## config.mk

```make
export PLATFORM = sky130hd
export DESIGN_NAME = light_readout
export DESIGN_NICKNAME = d
export VERILOG_FILES = /design/src/rtl/light_readout_pkg.sv /design/src/rtl/two_wire_target.sv /design/src/rtl/light_readout.sv
export VERILOG_INCLUDE_DIRS = /design/src /design/src/rtl
export SDC_FILE = /design/constraint.sdc
export NUM_CORES = 1
export LEC_CHECK = 0
export BUFFER_PORTS_ARGS = -buffer_cell sky130_fd_sc_hd__buf_4
export CORE_ASPECT_RATIO = 1.2
export CORE_MARGIN = 1.5
export CORE_UTILIZATION = 41
export CTS_BUF_LIST = sky130_fd_sc_hd__clkbuf_4
export DETAILED_ROUTE_END_ITERATION = 16
export GPL_ROUTABILITY_DRIVEN = 0
export PLACE_DENSITY_LB_ADDON = 0.05
export SLEW_MARGIN = 20
export SYNTH_ARGS = -nofsm -noshare
export SYNTH_HDL_FRONTEND = slang
export SYNTH_SLANG_ARGS = --single-unit
```

## constraint.sdc

```tcl
create_clock -name clock -period 6.6 [get_ports clock]
set_clock_uncertainty 0.1 [all_clocks]
set_input_delay 0 -clock clock [delete_from_list [all_inputs] [get_ports clock]]
set_output_delay 0 -clock clock [all_outputs]
set_load 0.005 [all_outputs]
```

## src/rtl/light_readout_defs.svh

```systemverilog
// Register offsets, field positions and reset values of the light readout block
`ifndef LIGHT_READOUT_DEFS_SVH
`define LIGHT_READOUT_DEFS_SVH

// =====================================================
// Register offsets
`define OFS_FILTER_CFG      8'h0C
`define OFS_PACKAGE_CODE    8'h11
`define OFS_DEVICE_CODE     8'h12
`define OFS_STATUS          8'h13
`define OFS_CH0_LOW         8'h14
`define OFS_CH0_HIGH        8'h15
`define OFS_CH1_LOW         8'h16
`define OFS_CH1_HIGH        8'h17

// =====================================================
// Fields and reset values
`define FILTER_CFG_RESET    8'h00
`define FILTER_SEL_MSB      3
`define FILTER_SEL_LSB      0
`define PACKAGE_CODE_MSB    5
`define PACKAGE_CODE_LSB    4
`define STAT_IMMEDIATE_BIT  5
`define STAT_FILTERED_BIT   4
`define STAT_VALID_BIT      0
`define FILTER_DIRECT_MAX   4'h3
`define FILTER_STEP         6'h05
`define RUN_SATURATE        6'h3F

`endif

```

## src/rtl/light_readout_pkg.sv

```systemverilog
// Types shared by the light readout block and its serial target
package light_readout_pkg;

    // Low and high edge of a threshold window
    typedef struct packed {
        logic [15:0] low;
        logic [15:0] high;
    } window_t;

    // One conversion result of both channels
    typedef struct packed {
        logic [15:0] ch0;
        logic [15:0] ch1;
    } sample_t;

    // Register write from the serial target
    typedef struct packed {
        logic [7:0] addr;
        logic [7:0] data;
    } reg_write_t;

    // Serial target byte sequencer
    typedef enum logic [3:0] {
        LINK_IDLE, LINK_ADDR, LINK_ADDR_ACK, LINK_PTR, LINK_PTR_ACK,
        LINK_WDATA, LINK_WDATA_ACK, LINK_RDATA, LINK_RDATA_ACK
    } link_state_t;

endpackage

```

## src/rtl/two_wire_target.sv

```systemverilog
// Two-wire serial bus target with register pointer and auto-increment
module two_wire_target #(
    parameter logic [6:0] BUS_ADDRESS = 7'h29
) (
    input  wire logic                          clock,
    input  wire logic                          srst,
    input  wire logic                          scl_in,
    input  wire logic                          sda_in,
    output logic                               sda_oe,
    output logic                               rd_req,
    output logic [7:0]                         rd_addr,
    input  wire logic [7:0]                    rd_data,
    output logic                               wr_en,
    output light_readout_pkg::reg_write_t      wr
);

    // =====================================================
    // Pin synchronisers
    logic scl_meta, scl_sync, scl_last;
    logic sda_meta, sda_sync, sda_last;
    light_readout_pkg::link_state_t state;
    logic [3:0] cnt;
    logic [7:0] shift;
    logic [7:0] ptr;
    logic       rw;
    logic       scl_rise, scl_fall, start_seen, stop_seen;

    // Two stages before any logic looks at the pins
    always_ff @(posedge clock) begin
        if (srst) begin
            scl_meta <= 1'b1;
            scl_sync <= 1'b1;
            scl_last <= 1'b1;
            sda_meta <= 1'b1;
            sda_sync <= 1'b1;
            sda_last <= 1'b1;
        end else begin
            scl_meta <= scl_in;
            scl_sync <= scl_meta;
            scl_last <= scl_sync;
            sda_meta <= sda_in;
            sda_sync <= sda_meta;
            sda_last <= sda_sync;
        end
    end

    // Edges and bus conditions, all from the second stage onward
    assign scl_rise   = scl_sync & ~scl_last;
    assign scl_fall   = ~scl_sync & scl_last;
    assign start_seen = scl_sync & scl_last & sda_last & ~sda_sync;
    assign stop_seen  = scl_sync & scl_last & ~sda_last & sda_sync;

    // Read fetch happens on the falling edge that opens a data byte
    assign rd_req  = scl_fall & ~start_seen & ~stop_seen &
                     ((state == light_readout_pkg::LINK_ADDR_ACK & rw) |
                      state == light_readout_pkg::LINK_RDATA_ACK);
    assign rd_addr = ptr;
    assign wr_en   = scl_fall & (state == light_readout_pkg::LINK_WDATA) & (cnt == 4'h8);
    assign wr.addr = ptr;
    assign wr.data = shift;

    // =====================================================
    // Byte sequencer; sda is driven low only, on the falling edge of scl
    always_ff @(posedge clock) begin
        if (srst) begin
            state  <= light_readout_pkg::LINK_IDLE;
            cnt    <= 4'h0;
            shift  <= 8'h00;
            ptr    <= 8'h00;
            rw     <= 1'b0;
            sda_oe <= 1'b0;
        end else if (start_seen) begin
            state  <= light_readout_pkg::LINK_ADDR;
            cnt    <= 4'h0;
            sda_oe <= 1'b0;
        end else if (stop_seen) begin
            state  <= light_readout_pkg::LINK_IDLE;
            sda_oe <= 1'b0;
        end else if (scl_rise) begin
            if (state == light_readout_pkg::LINK_ADDR || state == light_readout_pkg::LINK_PTR ||
                state == light_readout_pkg::LINK_WDATA) begin
                shift <= {shift[6:0], sda_sync};
                cnt   <= cnt + 4'h1;
            end else if (state == light_readout_pkg::LINK_RDATA) begin
                cnt <= cnt + 4'h1;
            end else if (state == light_readout_pkg::LINK_RDATA_ACK && sda_sync) begin
                state <= light_readout_pkg::LINK_IDLE;   // Not acknowledged: read ends
            end
        end else if (scl_fall) begin
            unique case (state)
                light_readout_pkg::LINK_IDLE: begin
                end
                light_readout_pkg::LINK_ADDR: begin
                    if (cnt == 4'h8) begin
                        if (shift[7:1] == BUS_ADDRESS) begin
                            rw     <= shift[0];
                            sda_oe <= 1'b1;
                            state  <= light_readout_pkg::LINK_ADDR_ACK;
                        end else begin
                            state <= light_readout_pkg::LINK_IDLE;
                        end
                    end
                end
                light_readout_pkg::LINK_ADDR_ACK: begin
                    cnt <= 4'h0;
                    if (rw) begin
                        shift  <= rd_data;
                        sda_oe <= ~rd_data[7];
                        ptr    <= ptr + 8'h01;
                        state  <= light_readout_pkg::LINK_RDATA;
                    end else begin
                        sda_oe <= 1'b0;
                        state  <= light_readout_pkg::LINK_PTR;
                    end
                end
                light_readout_pkg::LINK_PTR: begin
                    if (cnt == 4'h8) begin
                        ptr    <= shift;
                        sda_oe <= 1'b1;
                        state  <= light_readout_pkg::LINK_PTR_ACK;
                    end
                end
                light_readout_pkg::LINK_PTR_ACK, light_readout_pkg::LINK_WDATA_ACK: begin
                    sda_oe <= 1'b0;
                    cnt    <= 4'h0;
                    state  <= light_readout_pkg::LINK_WDATA;
                end
                light_readout_pkg::LINK_WDATA: begin
                    if (cnt == 4'h8) begin
                        ptr    <= ptr + 8'h01;
                        sda_oe <= 1'b1;
                        state  <= light_readout_pkg::LINK_WDATA_ACK;
                    end
                end
                light_readout_pkg::LINK_RDATA: begin
                    if (cnt == 4'h8) begin
                        sda_oe <= 1'b0;
                        state  <= light_readout_pkg::LINK_RDATA_ACK;
                    end else begin
                        shift  <= {shift[6:0], 1'b0};
                        sda_oe <= ~shift[6];
                    end
                end
                light_readout_pkg::LINK_RDATA_ACK: begin
                    shift  <= rd_data;
                    sda_oe <= ~rd_data[7];
                    ptr    <= ptr + 8'h01;
                    cnt    <= 4'h0;
                    state  <= light_readout_pkg::LINK_RDATA;
                end
            endcase
        end
    end

endmodule

```

## src/rtl/light_readout.sv

```systemverilog
// Light sensor readout: persistence filter, status flags, identity and result registers
// Notes on behaviour
// - Filtered interrupt rises after the set count of consecutive out-of-window channel 0 results.
// - Immediate interrupt ignores the filter count; the filter acts on the filtered path only.
// - Filter configuration register is zero after reset.
// - Count code 0000 raises the filtered interrupt at every cycle end, whatever the result.
// - Count code 0001 raises it on any single out-of-window result.
// - Codes 2 and 3 need 2 and 3 results; codes 4..15 need 5..60, step five.
// - Package register holds a fixed two-bit code in bits 5:4, others reserved.
// - Identity register returns a fixed eight-bit code that never changes.
// - Status bit 5 shows an immediate interrupt condition occurred; status is read-only.
// - Status bit 4 shows the filtered interrupt is being asserted.
// - Status bit 0 sets after a full cycle of both channels since measurement enable.
// - Each channel result is two bytes, low first: ch0 at 0x14/0x15, ch1 at 0x16/0x17.
// - Reading a low byte latches the upper byte; the upper read returns that copy.
// - Each channel has its own upper-byte copy, taken only by its own low read.
// - Channel 0 outside the immediate window raises the immediate interrupt at cycle end.
// - Status always readable; interrupt pin driven only when its enable is set.
// - Interrupt flags hold until the clear command, which removes both of them; the valid flag stays.
`include "light_readout_defs.svh"

module light_readout #(
    parameter logic [6:0] BUS_ADDRESS  = 7'h29,
    parameter logic [1:0] PACKAGE_CODE = 2'h2,     // Arbitrary value
    parameter logic [7:0] DEVICE_CODE  = 8'hA5,    // Arbitrary value
    parameter int         RUN_WIDTH    = 6
) (
    input  wire logic                          clock,
    input  wire logic                          srst,
    input  wire logic                          scl_in,
    input  wire logic                          sda_in,
    output logic                               sda_out,
    output logic                               sda_oe,
    output logic                               int_out,
    output logic                               int_oe,
    input  wire logic                          cycle_done,
    input  wire light_readout_pkg::sample_t    sample,
    input  wire light_readout_pkg::window_t    filter_window,
    input  wire light_readout_pkg::window_t    immediate_window,
    input  wire logic                          light_measure_enable,
    input  wire logic                          filtered_irq_enable,
    input  wire logic                          immediate_irq_enable,
    input  wire logic                          irq_clear
);

    // =====================================================
    // Elaboration check: the run counter must reach 60
    if (RUN_WIDTH != 6) begin : g_width_check
        $error("RUN_WIDTH must be 6");
    end

    logic                           rd_req;
    logic [7:0]                     rd_addr;
    logic [7:0]                     rd_data;
    logic                           wr_en;
    light_readout_pkg::reg_write_t  wr;
    logic [3:0]                     filter_count_select;
    light_readout_pkg::sample_t     ch_count;
    logic [7:0]                     ch0_shadow;
    logic [7:0]                     ch1_shadow;
    logic [5:0]                     run;
    logic [5:0]                     next_run;
    logic [5:0]                     need;
    logic                           filter_out;
    logic                           immediate_out;
    logic                           filtered_set;
    logic                           filtered_irq_flag;
    logic                           immediate_irq_flag;
    logic                           result_valid_flag;

    // Both pins are open drain: only the enable ever changes
    assign sda_out = 1'b0;
    assign int_out = 1'b0;

    // =====================================================
    // Serial target
    two_wire_target #(
        .BUS_ADDRESS (BUS_ADDRESS)
    ) u_target (
        .clock   (clock),
        .srst    (srst),
        .scl_in  (scl_in),
        .sda_in  (sda_in),
        .sda_oe  (sda_oe),
        .rd_req  (rd_req),
        .rd_addr (rd_addr),
        .rd_data (rd_data),
        .wr_en   (wr_en),
        .wr      (wr)
    );

    // =====================================================
    // Filter configuration; upper bits are not stored and read zero
    always_ff @(posedge clock) begin
        if (srst) begin
            filter_count_select <= 4'(`FILTER_CFG_RESET);
        end else if (wr_en && wr.addr == `OFS_FILTER_CFG) begin
            filter_count_select <= wr.data[`FILTER_SEL_MSB:`FILTER_SEL_LSB];
        end
    end

    // Required run length per code: direct up to 3, then steps of five
    always_comb begin
        if (filter_count_select <= `FILTER_DIRECT_MAX) begin
            need = {2'h0, filter_count_select};
        end else begin
            need = 6'((filter_count_select - `FILTER_DIRECT_MAX) * `FILTER_STEP);
        end
    end

    // =====================================================
    // Window comparisons against the fresh channel 0 result
    assign filter_out    = (sample.ch0 < filter_window.low) || (sample.ch0 > filter_window.high);
    assign immediate_out = (sample.ch0 < immediate_window.low) || (sample.ch0 > immediate_window.high);

    // Saturating run count so a long excursion cannot wrap back below the need
    assign next_run = !filter_out ? 6'h00 :
                      (run == `RUN_SATURATE) ? run : run + 6'h01;
    assign filtered_set = cycle_done &&
                          (filter_count_select == 4'h0 ||
                           (filter_out && next_run >= need));

    // Run counter; a cycle end wins over a clear in the same cycle
    always_ff @(posedge clock) begin
        if (srst) begin
            run <= 6'h00;
        end else if (cycle_done) begin
            run <= next_run;
        end else if (irq_clear) begin
            run <= 6'h00;
        end
    end

    // =====================================================
    // Interrupt flags: set wins over clear
    always_ff @(posedge clock) begin
        if (srst) begin
            filtered_irq_flag  <= 1'b0;
            immediate_irq_flag <= 1'b0;
        end else begin
            if (filtered_set) begin
                filtered_irq_flag <= 1'b1;
            end else if (irq_clear) begin
                filtered_irq_flag <= 1'b0;
            end
            if (cycle_done && immediate_out) begin
                immediate_irq_flag <= 1'b1;
            end else if (irq_clear) begin
                immediate_irq_flag <= 1'b0;
            end
        end
    end

    // Valid follows the enable; dropping the enable forgets it
    always_ff @(posedge clock) begin
        if (srst) begin
            result_valid_flag <= 1'b0;
        end else if (!light_measure_enable) begin
            result_valid_flag <= 1'b0;
        end else if (cycle_done) begin
            result_valid_flag <= 1'b1;
        end
    end

    // Pin pulls low only through an enabled source
    always_ff @(posedge clock) begin
        if (srst) begin
            int_oe <= 1'b0;
        end else begin
            int_oe <= (filtered_irq_flag && filtered_irq_enable) ||
                      (immediate_irq_flag && immediate_irq_enable);
        end
    end

    // =====================================================
    // Result registers, loaded whole at each cycle end
    always_ff @(posedge clock) begin
        if (srst) begin
            ch_count <= '0;
        end else if (cycle_done) begin
            ch_count <= sample;
        end
    end

    // Upper-byte copies, one per channel, taken by its own low read
    always_ff @(posedge clock) begin
        if (srst) begin
            ch0_shadow <= 8'h00;
            ch1_shadow <= 8'h00;
        end else if (rd_req) begin
            if (rd_addr == `OFS_CH0_LOW) begin
                ch0_shadow <= ch_count.ch0[15:8];
            end
            if (rd_addr == `OFS_CH1_LOW) begin
                ch1_shadow <= ch_count.ch1[15:8];
            end
        end
    end

    // =====================================================
    // Read mux; unmapped offsets read zero
    always_comb begin
        rd_data = 8'h00;
        unique case (rd_addr)
            `OFS_FILTER_CFG:   rd_data = {4'h0, filter_count_select};
            `OFS_PACKAGE_CODE: rd_data[`PACKAGE_CODE_MSB:`PACKAGE_CODE_LSB] = PACKAGE_CODE;
            `OFS_DEVICE_CODE:  rd_data = DEVICE_CODE;
            `OFS_STATUS: begin
                rd_data[`STAT_IMMEDIATE_BIT] = immediate_irq_flag;
                rd_data[`STAT_FILTERED_BIT]  = filtered_irq_flag;
                rd_data[`STAT_VALID_BIT]     = result_valid_flag;
            end
            `OFS_CH0_LOW:  rd_data = ch_count.ch0[7:0];
            `OFS_CH0_HIGH: rd_data = ch0_shadow;
            `OFS_CH1_LOW:  rd_data = ch_count.ch1[7:0];
            `OFS_CH1_HIGH: rd_data = ch1_shadow;
            default:       rd_data = 8'h00;
        endcase
    end
endmodule

```

==> key figures, run 1 <==
Place
  – Placed inst area: 7553 um2
  – Port buffer count: 106
  – Post-detail-place hpwl: 13670 um

Detailed routing
  – Initial DRC Count: 410
  – Vias per inst: about 5.3
  – Vias: 6243
  – Routed Antenna Nets: 0
  – First-pass DRT Iterations: 6
  – Drt wl/cell: 15.57 um
  – DRT Wirelength: approximately 18000 um
  – Number of remaining DRC errors: 0

Global routing
  – Congestion Overflow GR: 0
  – Initial antenna violation count: 1
  – Global-route wire length before repair: 29370 um
  – Vias in the first global route: 6124
  – Largest net degree at the start of global routing: 82
  – Tot GR Track Use: 0.2140

Power and ir drop
  – Clock network fraction of design power: 0.279
  – Sw frac: 0.3079
  – Seq pwr share: 0.516
  – Comb pwr share: 0.205
  – Cell Pwr Density: 139.6 nW/um2
  – Switch Pwr: between 300 and 400 uW
  – Leak: 0.003844 uW
  – Internal power: around 800 uW
  – VDD IR-drop max: 0.00006574 V

Layout
  – End-of-flow core utilization: 0.5258
  – Nets@finish: 1145
  – Reg area: approximately 1900 um2
  – Area Overhead vs Synth: 24.60%
  – Layout cells sized above 1: 0.1540
  – Filler Cell Count: about 1500
  – Most frequent cells in the layout: buf_4, dfxtp_1, nor2_1
  – Multi-input logic area: between 4000 and 5000 um2
  – Commonest non-fill, non-tap cell in the layout: buf_4
  – Design area: 8289 um2

Logic synthesis
  – Synth cell types: 79
  – Top FF cell, synth: dfxtp_1
  – EDFF count, synth: 0
  – Flops & latches, synth: 94
  – Avg Cell Area, Syn: just over 8 um2
  – Synthesized area: 6653 um2
  – Ys Warns: 0
  – Gate Count Post-Synth: 815
  – Sequential element share of the synthesized area: 0.2829
  – Fraction of registers with async set/reset: 0

STA
  – Period utilisation layout: 0.5373
  – Final setup fails: 0
  – Min Tclk post-route: 3.546 ns
  – Pins over their slew limit: 0
  – RSZ-0062 raised after global routing: no
  – Setup TNS: 0 ns
  – FMAX: roughly 280 MHz
  – Relative slew margins: 0.4294
  – Final hold slack: -0.002702 ns
  – Final hold viol count: 1
  – Worst-Margin Slew: 0.8559 ns

Setup path
  – Worst setup path class: input pin to register
  – Reg2reg start: filter_count_select[0]
  – Critical path required time: between 6 and 7 ns
  – Worst Setup SP: sample[30]
  – Crit-path max FO: 10
  – Critical Path End Type: register
  – Worst EP arrival: 3.81 ns
  – CP Launch Type: input pin

CTS
  – PostCTS Resize Cnt: 0
  – Clock Tree Root: clkbuf_4
  – CTS Buf Count: 9
  – CTS tree: done
  – Number of H-tree levels: 3
  – Post-CTS Hold Buffers: between 50 and 60
  – Longest Clk Path Bufs: 2
  – Post-CTS Setup Bufs: 0
  – Worst skew pair latency: 0.47 ns
  – CTS clk-pin slew, worst paths: 0.17 ns
  – Clk sink count: 94

Floorplanning
  – Core ar.: 15770 um2
  – Die height: approximately 140 um
  – Initial Utilization: 0.4220
  – Die area: 17000 um2
  – Num rows: 50
  – Die X: around 120 um
  – I/O pin cnt: 109

Worst hold path
  – Hold Crit Class: input pin to register
  – Worst hold start: cycle_done

Status
  – Failing checks: hold timing
  – Status: complete, but fails checks

Run
  – Maxcap violations: 0
-- power by group through the flow --
| stage | clock [uW] | sequential [uW] | combinational [uW] |
|---|---|---|---|
| after detailed placement | 0 | 609 | 209 |
| after floorplan | 0 | 603 | 120 |
| after global routing | 353 | 599 | 266 |
| final | 323 | 596 | 237 |
| after global placement | 0 | 608 | 201 |
| after CTS | 333 | 597 | 238 |
-- kinds of logic (layout without fill, tap and decap cells) --
group | Yosys count | count (layout) | synth area share
AO/OA/AOI/OAI | 181 | 181 | 0.1832
other | 1 | 3 | 0.0005637
buffers and inverters | 120 | 265 | 0.07128
flip-flops | 94 | 94 | 0.2829
multiplexers | 65 | 65 | 0.09799
adder cells (fa/ha/maj) | 84 | 84 | 0.1591
XOR/XNOR | 9 | 9 | 0.01185
AND/OR/NAND/NOR | 261 | 261 | 0.1932
-- per-stage QoR --
| stage | setup WS, ns | hold WS [ns] | total power [uW] | std cells |
|---|---|---|---|---|
| detailed placement | 3.050 | 0.08813 | 818.0 | 1094 |
| global route | 2.819 | 0.004991 | 1218 | 1170 |
| CTS | 3.013 | 0.0008044 | 1168 | 1169 |
| global placement | 3.148 | 0.08971 | 809.8 | 1094 |
| floorplan | 3.284 | 0.003811 | 723.0 | 816 |
| finish | 3.054 | -0.002702 | 1157 | 1170 |
-- synthesized netlist by cell type (5+ instances only) --
cell | n | area (um2)
or3_1 | 5 | 31.28
a211oi_1 | 14 | 105.1
or2_2 | 7 | 43.79
a31oi_1 | 7 | 43.79
nand2b_1 | 7 | 43.79
o31ai_1 | 5 | 37.54
nand3b_1 | 6 | 45.04
inv_1 | 84 | 315.3
nor2b_1 | 7 | 43.79
a22o_1 | 5 | 43.79
clkbuf_1 | 25 | 93.84
mux2i_1 | 64 | 640.6
buf_2 | 7 | 35.03
nor2_1 | 89 | 334.1
dfxtp_1 | 94 | 1882
a21oi_1 | 51 | 255.2
ha_1 | 83 | 1039
o21ai_0 | 32 | 160.2
nand4_1 | 12 | 75.07
a221oi_1 | 5 | 43.79
nor3_1 | 14 | 70.07
nand2_1 | 64 | 240.2
a22oi_1 | 12 | 90.09
nand3_1 | 22 | 110.1
xnor2_1 | 5 | 43.79
-- final timing paths --
check                                         end  slack (ns)  cells past startpoint
worst max-delay path            filtered_irq_flag        3.05                     16
worst max register to register  filtered_irq_flag        3.08                     14
worst min-delay path                       run[2]      -0.003                      2
worst min register to register  u_target.scl_sync        0.33                      1
-- critical path, cell delays in order --
cell           delay [ns]
dlygate4sd3_1        0.54
buf_4                0.16
ha_1                 0.33
nand4_1              0.20
nor3_1               0.12
a21boi_0             0.17
or4b_1               0.60
a21oi_2              0.40
nand2b_1             0.18
ha_1                 0.22
nand2b_1             0.14
a211oi_1             0.23
o21bai_1             0.09
a211o_1              0.29
o21ai_0              0.07
a211oi_1             0.08
-- layout make-up --
| type | instances | area share |
|---|---|---|
| clock buffers | 9 | 0.008151 |
| diodes | 1 | 0.0003019 |
| inverters | 84 | 0.03804 |
| well taps | 208 | 0.03140 |
| flip-flops and latches | 94 | 0.2270 |
| multi-input cells | 602 | 0.5188 |
| repair buffers | 165 | 0.1672 |
| clock inverters | 7 | 0.009057 |
-- sequential cells by signal, indices dropped and copies added, names as in the netlist, 4 cells and up --
signal,count
run,6
u_target.state,4
ch_count,32
filter_count_select,4
u_target.cnt,4
ch1_shadow,8
u_target.shift,8
u_target.rd_addr,8
ch0_shadow,8
-- per-layer routing --
| metal | GRT usage | vias to the layer above | wire [um] |
|---|---|---|---|
| li1 | - | 3165 | - |
| met1 | 0.2531 | 2907 | 7816 |
| met2 | 0.3973 | 150 | 9409 |
| met3 | 0.02204 | 21 | 609 |
| met4 | 0.07990 | 0 | 386 |
| met5 | 0 | - | 0 |
Note: power is estimated with default switching activity, not from simulation.
==> run 2, diff against run 1 <==
==> constraint.sdc (replaced) <==
create_clock -name clock -period 3.4 [get_ports clock]
set_clock_uncertainty 0.1 [all_clocks]
set_input_delay 0 -clock clock [delete_from_list [all_inputs] [get_ports clock]]
set_output_delay 0 -clock clock [all_outputs]
set_load 0.005 [all_outputs]
==> run 2 against run 1 <==
  * The run now ends clean
  * First-iteration DRC count fell by 6.8%
  * Combinational power rose by 89%
  * Die area unchanged
  * Final cell count is 0.77% lower
==> key figures, run 2 (synthesis results as in run 1) <==
Floorplanning
  – Core ar.: 15770 um2 (unchanged)
  – Initial Utilization: 0.4220 (unchanged)
  – I/O pin cnt: 109 (unchanged)
  – Die X: 119.3 um (unchanged)
  – Die area: 17000 um2 (unchanged)
  – Num rows: 50 (unchanged)
  – Die height: 142.5 um (unchanged)

Global routing
  – Largest net degree at the start of global routing: 52 (was 82)
  – Congestion Overflow GR: 0 (unchanged)
  – Tot GR Track Use: 0.2177 (was 0.2140)
  – Initial antenna violation count: 1 (unchanged)
  – Global-route wire length before repair: 29690 um (was 29370 um)
  – Vias in the first global route: 6257 (was 6124)

Detailed routing
  – Initial DRC Count: 382 (was 410)
  – Drt wl/cell: 15.84 um (was 15.57 um)
  – Vias per inst: 5.422 (was 5.336)
  – First-pass DRT Iterations: 5 (was 6)
  – DRT Wirelength: 18390 um (was 18220 um)
  – Vias: 6295 (was 6243)
  – Number of remaining DRC errors: 0 (unchanged)
  – Routed Antenna Nets: 0 (unchanged)

CTS
  – Longest Clk Path Bufs: 2 (unchanged)
  – Number of H-tree levels: 3 (unchanged)
  – Post-CTS Setup Bufs: 0 (unchanged)
  – Worst skew pair latency: 0.48 ns (was 0.47 ns)
  – CTS tree: done (unchanged)
  – CTS clk-pin slew, worst paths: 0.16 ns (was 0.17 ns)
  – Clock Tree Root: clkbuf_4 (unchanged)
  – CTS Buf Count: 9 (unchanged)
  – Clk sink count: 94 (unchanged)

Setup path
  – Critical Path End Type: register (unchanged)
  – Reg2reg start: filter_count_select[1] (was filter_count_select[0])
  – Critical path required time: 3.66 ns (was 6.87 ns)
  – R2R Setup Slk: 0.15 ns (was 3.08 ns)
  – Worst setup path class: input pin to register (unchanged)
  – Worst EP arrival: 3.52 ns (was 3.81 ns)
  – CP Launch Type: input pin (unchanged)
  – Crit-path max FO: 9 (was 10)
  – Worst Setup SP: sample[30] (unchanged)

Layout
  – Commonest non-fill, non-tap cell in the layout: buf_4 (unchanged)
  – Area Overhead vs Synth: 23.43% (was 24.60%)
  – Most frequent cells in the layout: buf_4, dfxtp_1, nor2_1 (unchanged)
  – Max FFs per register: 32 (unchanged)
  – Largest register by flop count: ch_count (unchanged)
  – Layout cells sized above 1: 0.1691 (was 0.1540)
  – Nets@finish: 1136 (was 1145)

STA
  – PnR worst setup slack: 0.1480 ns (was 3.054 ns)
  – Worst-Margin Slew: 0.7195 ns (was 0.8559 ns)
  – Min Tclk post-route: roughly 3.3 ns
  – Relative slew margins: 0.5197 (was 0.4294)
  – Final hold viol count: 0 (was 1)
  – FMAX: 307.5 MHz
  – Final setup fails: 0 (unchanged)
  – Period utilisation layout: 0.9565
  – Setup TNS: 0 ns (unchanged)
  – Final hold slack: 0.04986 ns (was -0.002702 ns)
  – Pins over their slew limit: 0 (unchanged)

Worst hold path
  – Hold Crit Class: input pin to register (unchanged)
  – Worst hold start: immediate_window[30] (was cycle_done)

Power and ir drop
  – VDD IR-drop max: 0.0001199 V (was 0.00006574 V)
  – Cell Pwr Density: 271.1 nW/um2 (was 139.6 nW/um2)
  – Leak: 0.003776 uW (was 0.003844 uW)

Place
  – Setup Slack @ Placement: 0.02591 ns (was 3.050 ns)
  – Port buffer count: 106 (unchanged)
  – Post-detail-place hpwl: 13930 um (was 13670 um)

Run
  – Maxcap violations: 0 (unchanged)

Status
  – Status: complete, no violations (was complete, but fails checks)
## run 2: repair_timing
action                                  CTS  global route
hold buffers                             44             0
endpoints found under the setup margin    0             1
resized for setup                         0             9
endpoints found under the hold margin    69             0
## run 2: path summary, 6_finish.rpt
path,endpoint,cells after the start
worst max register to register,filtered_irq_flag,15
worst min register to register,u_target.sda_sync,1
worst min-delay path,immediate_irq_flag,6
worst max-delay path,filtered_irq_flag,16
## run 2: critical path: stages
cell,delay (ns)
dlygate4sd3_1,0.54
buf_4,0.16
ha_1,0.32
nand4_1,0.22
nor3_2,0.10
a21boi_1,0.16
or4b_1,0.57
a21oi_2,0.18
buf_4,0.18
nor2_1,0.06
ha_1,0.30
a211oi_1,0.20
o21bai_1,0.09
a211o_1,0.28
o21ai_0,0.07
a211oi_1,0.09
## run 2: final cells by class
| class | count | area [um2] |
|---|---|---|
| fill | 1560 | 7553 |
| multi-input combinational | 602 | 4323 |
| sequential | 94 | 1887 |
| timing repair buffer | 156 | 1281 |
| inverter | 84 | 315.3 |
| tap | 208 | 260.3 |
| clock inverter | 7 | 75.07 |
| clock buffer | 9 | 67.56 |
| antenna | 1 | 2.502 |
## run 2: power by group
part | leakage (uW) | total (uW) | internal [uW] | switching [uW]
logic | 0.00293 | 448 | 235 | 213
registers | 0.000767 | 1160 | 1130 | 24.3
clock network | 0.0000753 | 621 | 176 | 445
## run 2: layer usage
metal  track usage  share of wire  up-vias
li1              -              -     3157
met1        0.2491           0.42     2926
met2        0.4089           0.51      174
met3       0.02564          0.034       38
met4       0.08814          0.029        0
met5             0              0        -
## run 2: per-stage QoR
stage,util,cell area (um2),total power (uW),cells
2_1_floorplan,-,6656,1403,816
5_1_grt,0.5209,8212,2348,1161
4_1_cts,0.5190,8182,2251,1160
3_5_place_dp,0.4820,7599,1588,1100
3_3_place_gp,0.4820,7599,1575,1100
6_report,0.5209,8212,2226,1161
